$ cat src/inc/urb_map.vh
// register offsets, reset values and field positions of the receive buffer pointer block
`ifndef URB_MAP_VH
`define URB_MAP_VH
`define URB_RD_IDX_OFS 8'h96
`define URB_WR_IDX_OFS 8'h98
`define URB_NXT_IDX_OFS 8'h9a
`define URB_FREE_OFS 8'h9c
`define URB_FLAGS_OFS 8'h9e
`define URB_LDQ_OFS 8'hb0
`define URB_RD_MSG_OFS 8'h90
`define URB_RD_NXT_MSG_OFS 8'h92
`define URB_RD_IDX_RST 7'h00
`define URB_WR_IDX_RST 7'h01
`define URB_NXT_IDX_RST 7'h00
`define URB_FREE_RST 7'h56
`define URB_FLAG_LAST 0
`define URB_FLAG_ERR 1
`define URB_FLAG_FIRST 2
`endif

$ cat src/core/urb_rx_buffer.v
// receive buffer storage with read, write and next-message index logic
//
// How it works
// - seven-bit read index names the next location the host reads; read only
// - read index advances by itself after each buffer byte is read, except after a last byte or the newest stored byte
// - read index clears to zero on reset
// - seven-bit write index advances as each received byte is stored
// - write index resets to one and reads back read only
// - free byte count reports remaining space, 0x56 after reset
// - flag bit 2 marks first data byte of a message at read index
// - flag bit 0 marks last byte; stop character stored as null byte
`timescale 1ns/1ps
`include "urb_map.vh"

module urb_rx_buffer #(
  parameter DEPTH = 128,
  parameter FREE_INIT = 7'h56
) (
  input wire sys_clk, // system clock
  input wire rst, // synchronous reset, active high
  input wire rx_wr_valid, // receiver offers a byte
  input wire [7:0] rx_wr_data, // received byte
  input wire rx_wr_first, // byte follows the preamble
  input wire rx_wr_err, // character had a coding error
  input wire rx_wr_stop, // character was a stop character
  output wire rx_wr_ready, // buffer has room
  input wire reg_rd, // host register read strobe
  input wire reg_wr, // host register write strobe
  input wire [7:0] reg_addr, // register address
  input wire [7:0] reg_wdata, // register write data
  output reg [7:0] reg_rdata, // register read data, registered
  output reg reg_rvalid, // read data valid pulse
  output wire advance_load_queue // one-cycle pulse to the load queue
);

  localparam [31:0] LAST_LOC = DEPTH - 1;
  localparam [31:0] DEPTH32 = DEPTH;
  localparam [7:0] DEPTH8 = DEPTH32[7:0];
  localparam [6:0] RD_IDX_RST = `URB_RD_IDX_RST;
  localparam [6:0] WR_IDX_RST = `URB_WR_IDX_RST;
  localparam [6:0] NXT_IDX_RST = `URB_NXT_IDX_RST;
  localparam [2:0] FLAGS_RST = 3'h0;
  localparam [7:0] LDQ_RST = 8'h00;
  localparam [1:0] OP_HOLD = 2'h0;
  localparam [1:0] OP_STEP = 2'h1;
  localparam [1:0] OP_JUMP = 2'h2;
  localparam [1:0] OP_JUMP_STEP = 2'h3;

  // received bytes; a stop character is kept as a null byte
  reg [7:0] mem_q [0:DEPTH-1];
  // per-byte flags {first, err, last}, one flop group per location so reset clears them
  wire [2:0] flg_w [0:DEPTH-1];

  reg [6:0] rx_read_index_q;
  reg [6:0] rx_read_index_d;
  reg [6:0] rx_write_index_q;
  reg [6:0] rx_write_index_d;
  reg [6:0] rx_next_message_index_q;
  reg [6:0] rx_next_message_index_d;
  reg [6:0] free_q;
  reg [6:0] free_d;
  reg [6:0] used_d;
  reg [7:0] ldq_q;
  reg ldq_pulse_q;
  reg [7:0] rdata_d;
  reg store;
  reg rd_msg;
  reg rd_nxt;
  reg ldq_wr;
  reg step_msg;
  reg step_nxt;
  reg [1:0] rd_op;
  wire [2:0] cur_flags;
  wire [2:0] nxt_flags;
  wire [7:0] view_rd_idx;
  wire [7:0] view_wr_idx;
  wire [7:0] view_nxt_idx;
  wire [7:0] view_free;
  wire [7:0] view_flags;

  // next location, wrapping at the end of the buffer
  function [6:0] inc7;
    input [6:0] v;
    begin
      if ({25'h0, v} == LAST_LOC) begin
        inc7 = 7'h00;
      end else begin
        inc7 = v + 7'h01;
      end
    end
  endfunction

  // bytes held strictly between the read index and the write index;
  // the location under the read index is kept out of the free count
  function [6:0] held;
    input [6:0] rd;
    input [6:0] wr;
    reg [7:0] span;
    begin
      if (wr > rd) begin
        span = {1'b0, wr} - {1'b0, rd};
      end else begin
        span = DEPTH8 - {1'b0, rd} + {1'b0, wr};
      end
      held = span[6:0] - 7'h01;
    end
  endfunction

  // address match, shared by every strobe decode
  function hit;
    input [7:0] a;
    input [7:0] ofs;
    begin
      hit = (a == ofs);
    end
  endfunction

  assign cur_flags = flg_w[rx_read_index_q];
  assign nxt_flags = flg_w[rx_next_message_index_q];
  assign view_rd_idx = {1'b0, rx_read_index_q};
  assign view_wr_idx = {1'b0, rx_write_index_q};
  assign view_nxt_idx = {1'b0, rx_next_message_index_q};
  assign view_free = {1'b0, free_q};
  assign view_flags = {5'h00, cur_flags};
  assign rx_wr_ready = (free_q != 7'h00);
  assign advance_load_queue = ldq_pulse_q;

  // a read never steps past the newest stored byte nor into the next message
  always @* begin
    store = rx_wr_valid && rx_wr_ready;
    rd_msg = reg_rd && hit(reg_addr, `URB_RD_MSG_OFS);
    rd_nxt = reg_rd && hit(reg_addr, `URB_RD_NXT_MSG_OFS);
    ldq_wr = reg_wr && hit(reg_addr, `URB_LDQ_OFS);
    step_msg = rd_msg && !cur_flags[`URB_FLAG_LAST]
               && (inc7(rx_read_index_q) != rx_write_index_q);
    step_nxt = rd_nxt && !nxt_flags[`URB_FLAG_LAST]
               && (inc7(rx_next_message_index_q) != rx_write_index_q);
    if (rd_nxt) begin
      rd_op = step_nxt ? OP_JUMP_STEP : OP_JUMP;
    end else if (step_msg) begin
      rd_op = OP_STEP;
    end else begin
      rd_op = OP_HOLD;
    end
  end

  genvar g;
  generate
    for (g = 0; g < DEPTH; g = g + 1) begin : gen_flag
      reg [2:0] flag_q;
      always @(posedge sys_clk) begin
        if (rst) begin
          flag_q <= FLAGS_RST;
        end else if (store && ({25'h0, rx_write_index_q} == g)) begin
          flag_q <= {rx_wr_first, rx_wr_err, rx_wr_stop};
        end
      end
      assign flg_w[g] = flag_q;
    end
  endgenerate

  always @(posedge sys_clk) begin
    if (store) begin
      mem_q[rx_write_index_q] <= rx_wr_stop ? 8'h00 : rx_wr_data;
    end
  end

  always @* begin
    rx_write_index_d = rx_write_index_q;
    if (store) begin
      rx_write_index_d = inc7(rx_write_index_q);
    end
  end

  // a jump lands on the message start, then steps like a plain message read
  always @* begin
    rx_read_index_d = rx_read_index_q;
    case (rd_op)
      OP_STEP: begin
        rx_read_index_d = inc7(rx_read_index_q);
      end
      OP_JUMP: begin
        rx_read_index_d = rx_next_message_index_q;
      end
      OP_JUMP_STEP: begin
        rx_read_index_d = inc7(rx_next_message_index_q);
      end
      default: begin
        rx_read_index_d = rx_read_index_q;
      end
    endcase
  end

  // reading a last byte marks where the next unread message starts
  always @* begin
    rx_next_message_index_d = rx_next_message_index_q;
    if (rd_nxt && nxt_flags[`URB_FLAG_LAST]) begin
      rx_next_message_index_d = inc7(rx_next_message_index_q);
    end else if (rd_msg && cur_flags[`URB_FLAG_LAST]) begin
      rx_next_message_index_d = inc7(rx_read_index_q);
    end
  end

  // free space follows the indices, so a jump by read-next-message frees skipped bytes
  always @* begin
    used_d = held(rx_read_index_d, rx_write_index_d);
    free_d = FREE_INIT - used_d;
  end

  // every read answers one cycle later; unmapped addresses read as zero
  always @* begin
    rdata_d = 8'h00;
    case (reg_addr)
      `URB_RD_IDX_OFS: rdata_d = view_rd_idx;
      `URB_WR_IDX_OFS: rdata_d = view_wr_idx;
      `URB_NXT_IDX_OFS: rdata_d = view_nxt_idx;
      `URB_FREE_OFS: rdata_d = view_free;
      `URB_FLAGS_OFS: rdata_d = view_flags;
      `URB_LDQ_OFS: rdata_d = ldq_q;
      `URB_RD_MSG_OFS: rdata_d = mem_q[rx_read_index_q];
      `URB_RD_NXT_MSG_OFS: rdata_d = mem_q[rx_next_message_index_q];
      default: rdata_d = 8'h00;
    endcase
  end

  // read index moves only by the host's own reads
  always @(posedge sys_clk) begin
    if (rst) begin
      rx_read_index_q <= RD_IDX_RST;
    end else begin
      rx_read_index_q <= rx_read_index_d;
    end
  end

  // write index starts one ahead of the read index
  always @(posedge sys_clk) begin
    if (rst) begin
      rx_write_index_q <= WR_IDX_RST;
    end else begin
      rx_write_index_q <= rx_write_index_d;
    end
  end

  // oldest unread message start
  always @(posedge sys_clk) begin
    if (rst) begin
      rx_next_message_index_q <= NXT_IDX_RST;
    end else begin
      rx_next_message_index_q <= rx_next_message_index_d;
    end
  end

  // free count is registered so the host sees a stable value per read
  always @(posedge sys_clk) begin
    if (rst) begin
      free_q <= FREE_INIT;
    end else begin
      free_q <= free_d;
    end
  end

  // read data is launched from a flop, one cycle after the strobe
  always @(posedge sys_clk) begin
    if (rst) begin
      reg_rdata <= 8'h00;
    end else begin
      reg_rdata <= rdata_d;
    end
  end

  // read valid follows the strobe by one cycle
  always @(posedge sys_clk) begin
    if (rst) begin
      reg_rvalid <= 1'b0;
    end else begin
      reg_rvalid <= reg_rd;
    end
  end

  // the load queue register keeps the last value written; the pulse is what matters
  always @(posedge sys_clk) begin
    if (rst) begin
      ldq_q <= LDQ_RST;
    end else if (ldq_wr) begin
      ldq_q <= reg_wdata;
    end
  end

  // one pulse per write, even when the same value is written again
  always @(posedge sys_clk) begin
    if (rst) begin
      ldq_pulse_q <= 1'b0;
    end else begin
      ldq_pulse_q <= ldq_wr;
    end
  end

endmodule // urb_rx_buffer

$ cat config.mk
export PLATFORM = sky130hd
export DESIGN_NAME = urb_rx_buffer
export DESIGN_NICKNAME = d
export VERILOG_FILES = /design/src/core/urb_rx_buffer.v
export VERILOG_INCLUDE_DIRS = /design/src /design/src/inc
export SDC_FILE = /design/constraint.sdc
export NUM_CORES = 2
export LEC_CHECK = 0
export BUFFER_PORTS_ARGS = -buffer_cell sky130_fd_sc_hd__buf_2
export CAP_MARGIN = 20
export CORE_AREA = 10 10 428 430
export CTS_BUF_LIST = sky130_fd_sc_hd__clkbuf_2 sky130_fd_sc_hd__clkbuf_4 sky130_fd_sc_hd__clkbuf_8
export CTS_CLUSTER_SIZE = 10
export DETAILED_ROUTE_END_ITERATION = 8
export DIE_AREA = 0 0 438 440
export SETUP_SLACK_MARGIN = 0.02
export SLEW_MARGIN = 20
export SYNTH_ARGS = -nofsm -noshare
export SYNTH_HDL_FRONTEND = slang
export SYNTH_SLANG_ARGS = --single-unit
$ cat constraint.sdc
create_clock -name sys_clk -period 5.4 [get_ports sys_clk]
set_input_delay 0 -clock sys_clk [delete_from_list [all_inputs] [get_ports sys_clk]]
set_output_delay 0 -clock sys_clk [all_outputs]
set_load 0.01 [all_outputs]
# Word level (Yosys, flattened, before mapping)
# Memories as Yosys holds them, arrays and structs flattened. A register that Yosys moved wholly into a read port is not among the register bits.
# Cells that the tools add are included.
# Widths: inputs -> output; s select.
[totals] ff_bits=430 mem_bits_rw=1024 in_bits=32 out_inout_bits=11 n_memories=1
[mem_list] memory="mem_q" depth=128 width=8 read_ports=2 rd_clocked_by_memory_dff=2 write_ports=1 line_no="urb_rx_buffer.v:50" source="reg [7:0] mem_q [0:DEPTH-1];"
[op_classes] add_sub_neg=8 order_cmp=3 eq_ne=142 mux=24 bitwise=2 n_reduce_logical=143
[op_table] cell="$eq 7x7->1 const B" n=66
[op_table] cell="$eq 7x6->1 const B" n=32
[op_table] cell="$logic_and 1x1->1" n=138
[op_table] cell="$eq 7x5->1 const B" n=16
[op_table] cell="$mux 7" n=10
[op_table] cell="$eq 8x8->1 const B" n=8
[op_table] cell="$pmux 8 s8" n=1
[op_table] cell="$eq 7x4->1 const B" n=8
[op_table] cell="$bmux 3 s7" n=2
[op_table] cell="$eq 7x3->1 const B" n=4
[op_table] cell="$add 7x1->7 const B" n=3
[op_table] cell="$pmux 7 s3" n=1
[op_table] cell="$ge 8x8->1 const B" n=2
[op_table] cell="$not 7->8" n=2
[op_table] cell="$eq 7x2->1 const B" n=2
[op_table] cell="$ne 7x7->1" n=2
[op_table] cell="$mux 8" n=1
[op_table] cell="$add 7x7->7" n=1
[op_table] cell="$eq 7x1->1 const B" n=1
[op_table] cell="$gt 7x7->1" n=1
[op_table] cell="$logic_not 7->1" n=1
[op_table] cell="$reduce_bool 7->1" n=1
[op_table] cell="$sub 1x7->7 const A" n=1
[op_table] cell="$sub 7x1->7 const B" n=1
[op_table] cell="9 further kinds" n=17

# Longest topological paths before layout
[depth] depth_word=16 ltp_mapped=27 ltp_nobuf=24

# Least setup slack after synthesis
# No wires, ideal clock.
[synth_path] path_type="flip-flop to flip-flop" from="reg rx_next_message_index_q[0]" to="reg free_q[6]" arrival_ns=4.368 path_slack_ns=0.916 path_stages_with_launch=20 n_path_buf=2 synth_period_minus_slack_ns=4.484 cell_sequence="dfxtp_1 -> buf_2 -> mux4_2 -> nor2b_1 -> a211oi_1 -> o2111ai_1 -> a32oi_1 -> and2_1 -> buf_2 -> mux2i_1 -> o21ai_0 -> a21oi_1 -> ha_1 -> a21o_1 -> a21o_1 -> a2111o_1 -> a21o_1 -> a221oi_2 -> xnor2_1 -> nand2b_1"
[synth_between] elab_chain_len=16 word_cells_on_any_way=24 cone_classes="add/sub: 6; order compare: 1; eq/ne: 5; mux: 8; bitwise: 1; reduce/logical: 3"
[synth_rtl] element="from (decl)" line_no="urb_rx_buffer.v:58" source="reg [6:0] rx_next_message_index_q;"
[synth_rtl] element="from (signal assigned)" line_no="urb_rx_buffer.v:249" source="rx_next_message_index_q <= rx_next_message_index_d;"
[synth_rtl] element="$not 7->8 (implied by the code)" line_no="urb_rx_buffer.v:119" source="assign nxt_flags = flg_w[rx_next_message_index_q];"
[synth_rtl] element="$bmux 3 s7" line_no="urb_rx_buffer.v:119"
[synth_rtl] element="$mux 1 (implied by the code) (2 in series)" line_no="urb_rx_buffer.v:119"
[synth_rtl] element="$logic_not 1->1" line_no="urb_rx_buffer.v:136" source="step_nxt = rd_nxt && !nxt_flags[`URB_FLAG_LAST]"
[synth_rtl] element="$logic_and 1x1->1 (2 in series)" line_no="urb_rx_buffer.v:136"
[synth_rtl] element="$mux 1" line_no="urb_rx_buffer.v:139" source="rd_op = step_nxt ? OP_JUMP_STEP : OP_JUMP;"
[synth_rtl] element="$mux 2" line_no="urb_rx_buffer.v:138" source="if (rd_nxt) begin"
[synth_rtl] element="$eq 2x2->1 (tied with other cells)"
[synth_rtl] element="$pmux 7 s3 (*)" line_no="urb_rx_buffer.v:178" source="case (rd_op)"
[synth_rtl] element="$sub 1x7->7" line_no="urb_rx_buffer.v:103" source="span = DEPTH8 - {1'b0, rd} + {1'b0, wr};"
[synth_rtl] element="$add 7x7->7" line_no="urb_rx_buffer.v:103"
[synth_rtl] element="$mux 7 (*)" line_no="urb_rx_buffer.v:100" source="if (wr > rd) begin"
[synth_rtl] element="$sub 7x1->7 (*)" line_no="urb_rx_buffer.v:105" source="held = span[6:0] - 7'h01;"
[synth_rtl] element="$sub 7x7->7 (*)" line_no="urb_rx_buffer.v:207" source="free_d = FREE_INIT - used_d;"
[synth_rtl] element="to (signal assigned)" line_no="urb_rx_buffer.v:258" source="free_q <= free_d;"
[synth_rtl] element="to (decl)" line_no="urb_rx_buffer.v:60" source="reg [6:0] free_q;"
# Every way passes the cells marked *; elsewhere a longest branch is shown, timed or not. The select of a mux whose other input is x is not followed.
# A chain may end at the register's enable or synchronous reset.

==> flow_summary.html <==
<table>
<tr><th>Metric</th><th>Value</th></tr>
<tr><th colspan="2">Floorplan</th></tr>
<tr><td>Horizontal die dimension</td><td>438 um</td></tr>
<tr><td>Effective utilization at floorplan</td><td>39.68%</td></tr>
<tr><td>I/O Pins</td><td>43</td></tr>
<tr><td>Area of the core</td><td>175000 um^2</td></tr>
<tr><td>Die outline area</td><td>192700 um^2</td></tr>
<tr><td>Vert. Die Dim</td><td>440 um</td></tr>
<tr><td>Number of placement rows</td><td>154</td></tr>
<tr><th colspan="2">Detailed routing</th></tr>
<tr><td>Drt total wl</td><td>211900 um</td></tr>
<tr><td>DRT Pass-1 Iters</td><td>8</td></tr>
<tr><td>1st-iter DRT viols</td><td>5999</td></tr>
<tr><td>Total number of vias</td><td>44538</td></tr>
<tr><td>Average detailed-routed wire length per instance</td><td>29.26 um</td></tr>
<tr><td>Final ANT Viol Nets</td><td>0</td></tr>
<tr><td>Vias per inst</td><td>6.152</td></tr>
<tr><td>DR DRC count</td><td>0</td></tr>
<tr><th colspan="2">STA</th></tr>
<tr><td>Setup-violating endpoint count in the final report</td><td>0</td></tr>
<tr><td>Clock Skew</td><td>0.07184 ns</td></tr>
<tr><td>Post-layout minimum cycle time</td><td>5.273 ns</td></tr>
<tr><td>Unrepaired setup endpoints after global routing</td><td>no</td></tr>
<tr><td>Final-layout setup total negative slack</td><td>0 ns</td></tr>
<tr><td>Worst-Margin Slew</td><td>1.198 ns</td></tr>
<tr><td>Worst-case headroom to the max-slew limit</td><td>19.94%</td></tr>
<tr><td>Achievable Freq</td><td>189.6 MHz</td></tr>
<tr><td>Worst slack on hold paths</td><td>0.03046 ns</td></tr>
<tr><td>Minimum setup slack in the final design</td><td>0.1267 ns</td></tr>
<tr><td>Period utilisation layout</td><td>97.65%</td></tr>
<tr><td>Total count of hold-check failures in the final report</td><td>0</td></tr>
<tr><td>Count of pins over their slew limit</td><td>0</td></tr>
<tr><th colspan="2">Hold path</th></tr>
<tr><td>Worst min-delay path class</td><td>in -&gt; reg</td></tr>
<tr><td>Launch point of the worst hold path</td><td>rx_wr_data[7]</td></tr>
<tr><th colspan="2">Clock tree</th></tr>
<tr><td>Clock-pin slew on the worst setup and hold paths</td><td>0.07 ns</td></tr>
<tr><td>Buffer count from post-CTS setup fixing</td><td>0</td></tr>
<tr><td>Num CTS Buffers</td><td>231</td></tr>
<tr><td>Clock sinks</td><td>1461</td></tr>
<tr><td>Root Driver</td><td>sky130_fd_sc_hd__clkbuf_8</td></tr>
<tr><td>TritonCTS clock tree</td><td>done</td></tr>
<tr><td>Clock insertion delay at the later pin of the skew report</td><td>0.98 ns</td></tr>
<tr><td>Number of H-tree levels</td><td>4</td></tr>
<tr><td>Worst-case clock buffer depth</td><td>3</td></tr>
<tr><th colspan="2">Finish</th></tr>
<tr><td>Summed area of non-filler cells in the final layout</td><td>78100 um^2</td></tr>
<tr><td>Most frequent cells in the layout</td><td>sky130_fd_sc_hd__edfxtp_1, sky130_fd_sc_hd__mux4_2, sky130_fd_sc_hd__nand2_1</td></tr>
<tr><td>Area taken by multi-input logic gates</td><td>28230 um^2</td></tr>
<tr><td>Fraction of layout cells with a size suffix above 1</td><td>30.04%</td></tr>
<tr><td>Sequential cell area in the final layout</td><td>39530 um^2</td></tr>
<tr><td>Fill cell total of the finished layout</td><td>15575</td></tr>
<tr><td>Number of nets in the layout</td><td>4736</td></tr>
<tr><td>Most common library cell in the layout ignoring fill and taps</td><td>sky130_fd_sc_hd__edfxtp_1</td></tr>
<tr><td>Area Growth Syn to Fin</td><td>12.48%</td></tr>
<tr><th colspan="2">GRT</th></tr>
<tr><td>Total global routing track utilization</td><td>21.50%</td></tr>
<tr><td>Remaining Overflow, GRT</td><td>0</td></tr>
<tr><td>Number of antenna violations at the first check in global routing</td><td>7</td></tr>
<tr><td>Via count of the first global-routing pass</td><td>43463</td></tr>
<tr><td>Largest net degree at the start of global routing</td><td>183</td></tr>
<tr><td>First-pass GRT wire length</td><td>308400 um</td></tr>
<tr><th colspan="2">Critical path</th></tr>
<tr><td>Endpoint arrival time on the critical path</td><td>6.14 ns</td></tr>
<tr><td>Largest fanout on the critical path</td><td>114</td></tr>
<tr><td>Kind of end point of the critical path</td><td>register</td></tr>
<tr><td>R2R setup slack</td><td>0.13 ns</td></tr>
<tr><td>Worst path required time</td><td>6.26 ns</td></tr>
<tr><td>Cell mode on critical path</td><td>sky130_fd_sc_hd__mux4_2</td></tr>
<tr><td>Critical path origin</td><td>rx_read_index_q[1]</td></tr>
<tr><td>Worst setup path category</td><td>reg -&gt; reg</td></tr>
<tr><td>Critical-path top delay cell</td><td>sky130_fd_sc_hd__dfxtp_4</td></tr>
<tr><td>Type of origin of the critical path</td><td>register</td></tr>
<tr><td>Delay of the slowest critical-path stage</td><td>0.64 ns</td></tr>
<tr><td>Start of the worst register-to-register path</td><td>rx_read_index_q[1]</td></tr>
<tr><td>Worst-path cell chain</td><td>buf_12 -&gt; buf_4 -&gt; buf_12 -&gt; mux4_2 -&gt; mux4_2 -&gt; mux4_2 -&gt; mux2_2 -&gt; a22oi_1 -&gt; a21oi_1 -&gt; dlygate4sd3_1</td></tr>
<tr><th colspan="2">Yosys</th></tr>
<tr><td>Gate Count Post-Synth</td><td>4641</td></tr>
<tr><td>XOR/XNOR share of the synthesized area</td><td>0.4253%</td></tr>
<tr><td>Post-synth design cell area</td><td>69430 um^2</td></tr>
<tr><td>Synth Area in Compound Gates</td><td>3.901%</td></tr>
<tr><td>Share of flip-flops with an asynchronous set or reset after synthesis</td><td>0%</td></tr>
<tr><td>Mux cell area share after synthesis</td><td>27.76%</td></tr>
<tr><td>Adder and majority cell fraction of the synthesized area</td><td>0.2451%</td></tr>
<tr><td>Post-Synth Simple-Gate Area</td><td>8.120%</td></tr>
<tr><td>Synthesized area per cell</td><td>14.96 um^2</td></tr>
<tr><td>Flip-flop cell with the highest count after synthesis</td><td>sky130_fd_sc_hd__edfxtp_1</td></tr>
<tr><td>Number of flip-flops and latches in the synthesized netlist</td><td>1461</td></tr>
<tr><td>Leading cell types by total area after synthesis</td><td>sky130_fd_sc_hd__edfxtp_1, sky130_fd_sc_hd__mux4_2, sky130_fd_sc_hd__dfxtp_1</td></tr>
<tr><td>Number of unique standard cell types used by synthesis</td><td>75</td></tr>
<tr><td>Dominant combinational cell family by area after synthesis</td><td>multiplexers</td></tr>
<tr><td>Portion of the post-synthesis area used by sequential elements</td><td>56.89%</td></tr>
<tr><td>Synth top area share</td><td>44.29%</td></tr>
<tr><td>Cell type contributing the most total cell area after synthesis</td><td>sky130_fd_sc_hd__edfxtp_1</td></tr>
<tr><td>Synthesis Warnings</td><td>0</td></tr>
<tr><td>Net Count, Synth</td><td>4686</td></tr>
<tr><td>Number of synthesized flops with an enable pin</td><td>1024</td></tr>
<tr><th colspan="2">Power</th></tr>
<tr><td>Combinational Power Share</td><td>2.5%</td></tr>
<tr><td>Maximum VDD drop</td><td>269.1 uV</td></tr>
<tr><td>Seq pwr share</td><td>52.8%</td></tr>
<tr><td>Static Leak</td><td>23.02 nW</td></tr>
<tr><td>P per Cell Area</td><td>291.5 nW/um^2</td></tr>
<tr><td>Clk network pwr share</td><td>44.7%</td></tr>
<tr><td>Total internal power</td><td>0.01766 W</td></tr>
<tr><td>Sw Pwr</td><td>0.005108 W</td></tr>
<tr><td>Switching power share of the total</td><td>22.44%</td></tr>
<tr><td>Power consumption</td><td>0.02277 W</td></tr>
<tr><th colspan="2">Place</th></tr>
<tr><td>Port buffer count</td><td>42</td></tr>
<tr><td>Post-detail-place hpwl</td><td>136500 um</td></tr>
<tr><td>Pre-CTS setup slack</td><td>0.2763 ns</td></tr>
<tr><td>Placer congestion estimate</td><td>0.9188</td></tr>
<tr><td>Post-place instance area</td><td>72390 um^2</td></tr>
<tr><th colspan="2">Run</th></tr>
<tr><td>Total of max-cap violations</td><td>0</td></tr>
<tr><th colspan="2">Outcome</th></tr>
<tr><td>Run status</td><td>completed</td></tr>
</table>
-- cell families after synthesis --
family	Yosys count
flip-flops	1461
AND/OR/NAND/NOR	1272
multiplexers	906
AO/OA/AOI/OAI	493
buffers and inverters	464
XOR/XNOR	32
adder cells (fa/ha/maj)	13
-- power groups by stage --
| stage | Clock (W) | Combinational [W] | Sequential, W |
|---|---|---|---|
| after floorplan | 0 | 0.000295 | 0.0123 |
| final | 0.0102 | 0.000577 | 0.0120 |
| after global placement | 0 | 0.000533 | 0.0122 |
| after CTS | 0.0103 | 0.000561 | 0.0120 |
| after detailed placement | 0 | 0.000538 | 0.0122 |
| after global routing | 0.0108 | 0.000605 | 0.0120 |
-- critical path: cells and delay by family (launching register included) --
| family | cells | cell delay, ns |
|---|---|---|
| muxes | 4 | 1.91 |
| DFF | 1 | 0.64 |
| AOI/OAI and AO/OA | 2 | 0.55 |
| buffers and inverters | 4 | 1.82 |
-- Yosys cell counts (8+ instances only) --
master                     instances
sky130_fd_sc_hd__buf_1            75
sky130_fd_sc_hd__nor3b_1           8
sky130_fd_sc_hd__clkbuf_1        317
sky130_fd_sc_hd__mux2_2           27
sky130_fd_sc_hd__dfxtp_1         437
sky130_fd_sc_hd__or2_2            15
sky130_fd_sc_hd__a22oi_1          22
sky130_fd_sc_hd__nand2_1         530
sky130_fd_sc_hd__and3_1           21
sky130_fd_sc_hd__xor2_1           14
sky130_fd_sc_hd__xnor2_1          17
sky130_fd_sc_hd__mux4_1           10
sky130_fd_sc_hd__buf_2            48
sky130_fd_sc_hd__edfxtp_1       1024
sky130_fd_sc_hd__a21oi_1         395
sky130_fd_sc_hd__nor3_1           17
sky130_fd_sc_hd__mux2i_1          69
sky130_fd_sc_hd__inv_1            14
sky130_fd_sc_hd__nand2b_1         16
sky130_fd_sc_hd__nor2b_1          22
sky130_fd_sc_hd__mux4_2          800
sky130_fd_sc_hd__o21ai_0          27
sky130_fd_sc_hd__nand3_1         370
sky130_fd_sc_hd__ha_1             12
sky130_fd_sc_hd__nor2_1          227
-- path summary, 6_finish.rpt --
path	endpoint	cells past startpoint
worst max-delay path	reg_rdata[3]	10
worst max register to register	reg_rdata[3]	10
worst min-delay path	mem_q[109][7]	3
worst min register to register	gen_flag[46].flag_q[2]	2
-- registers in the layout, indices dropped and copies added, names as in the netlist, named ones only --
signal and count:
ldq_q 8, free_q 7, advance_load_queue 1, mem_q 1024, rx_next_message_index_q 7, rx_write_index_q 7
gen_flag.flag_q 384, reg_rvalid 1, reg_rdata 8, rx_read_index_q 7
-- cell type report --
class | instances | share of cell area [%]
antenna | 6 | 0.01923
clock buffer | 330 | 5.191
clock inverter | 106 | 1.163
inverter | 16 | 0.08331
multi-input combinational | 2716 | 36.14
sequential | 1461 | 50.62
tap | 2340 | 3.749
timing repair buffer | 265 | 3.028
-- what timing repair did --
| item | CTS | global route |
|---|---|---|
| hold endpoints to repair | 997 | 1 |
| gates resized for setup | 0 | 1 |
| hold buffers | 64 | 1 |
| endpoints found under the setup margin | 0 | 1 |
-- per-stage QoR --
step,instances,utilization (%)
detailed placement,6729,41.37
finish,7240,44.64
CTS,7229,44.58
global placement,6729,41.37
floorplan,4641,-
global route,7237,44.63
-- metal layers --
layer | global-route usage (%) | vias up | share of wire (%)
li1 | - | 18529 | -
met1 | 30.04 | 23397 | 40
met2 | 34.29 | 2298 | 48
met3 | 4.111 | 312 | 9.1
met4 | 6.160 | 2 | 2.7
met5 | 0 | - | 0.0042
Power figures use the tool's default switching activity.
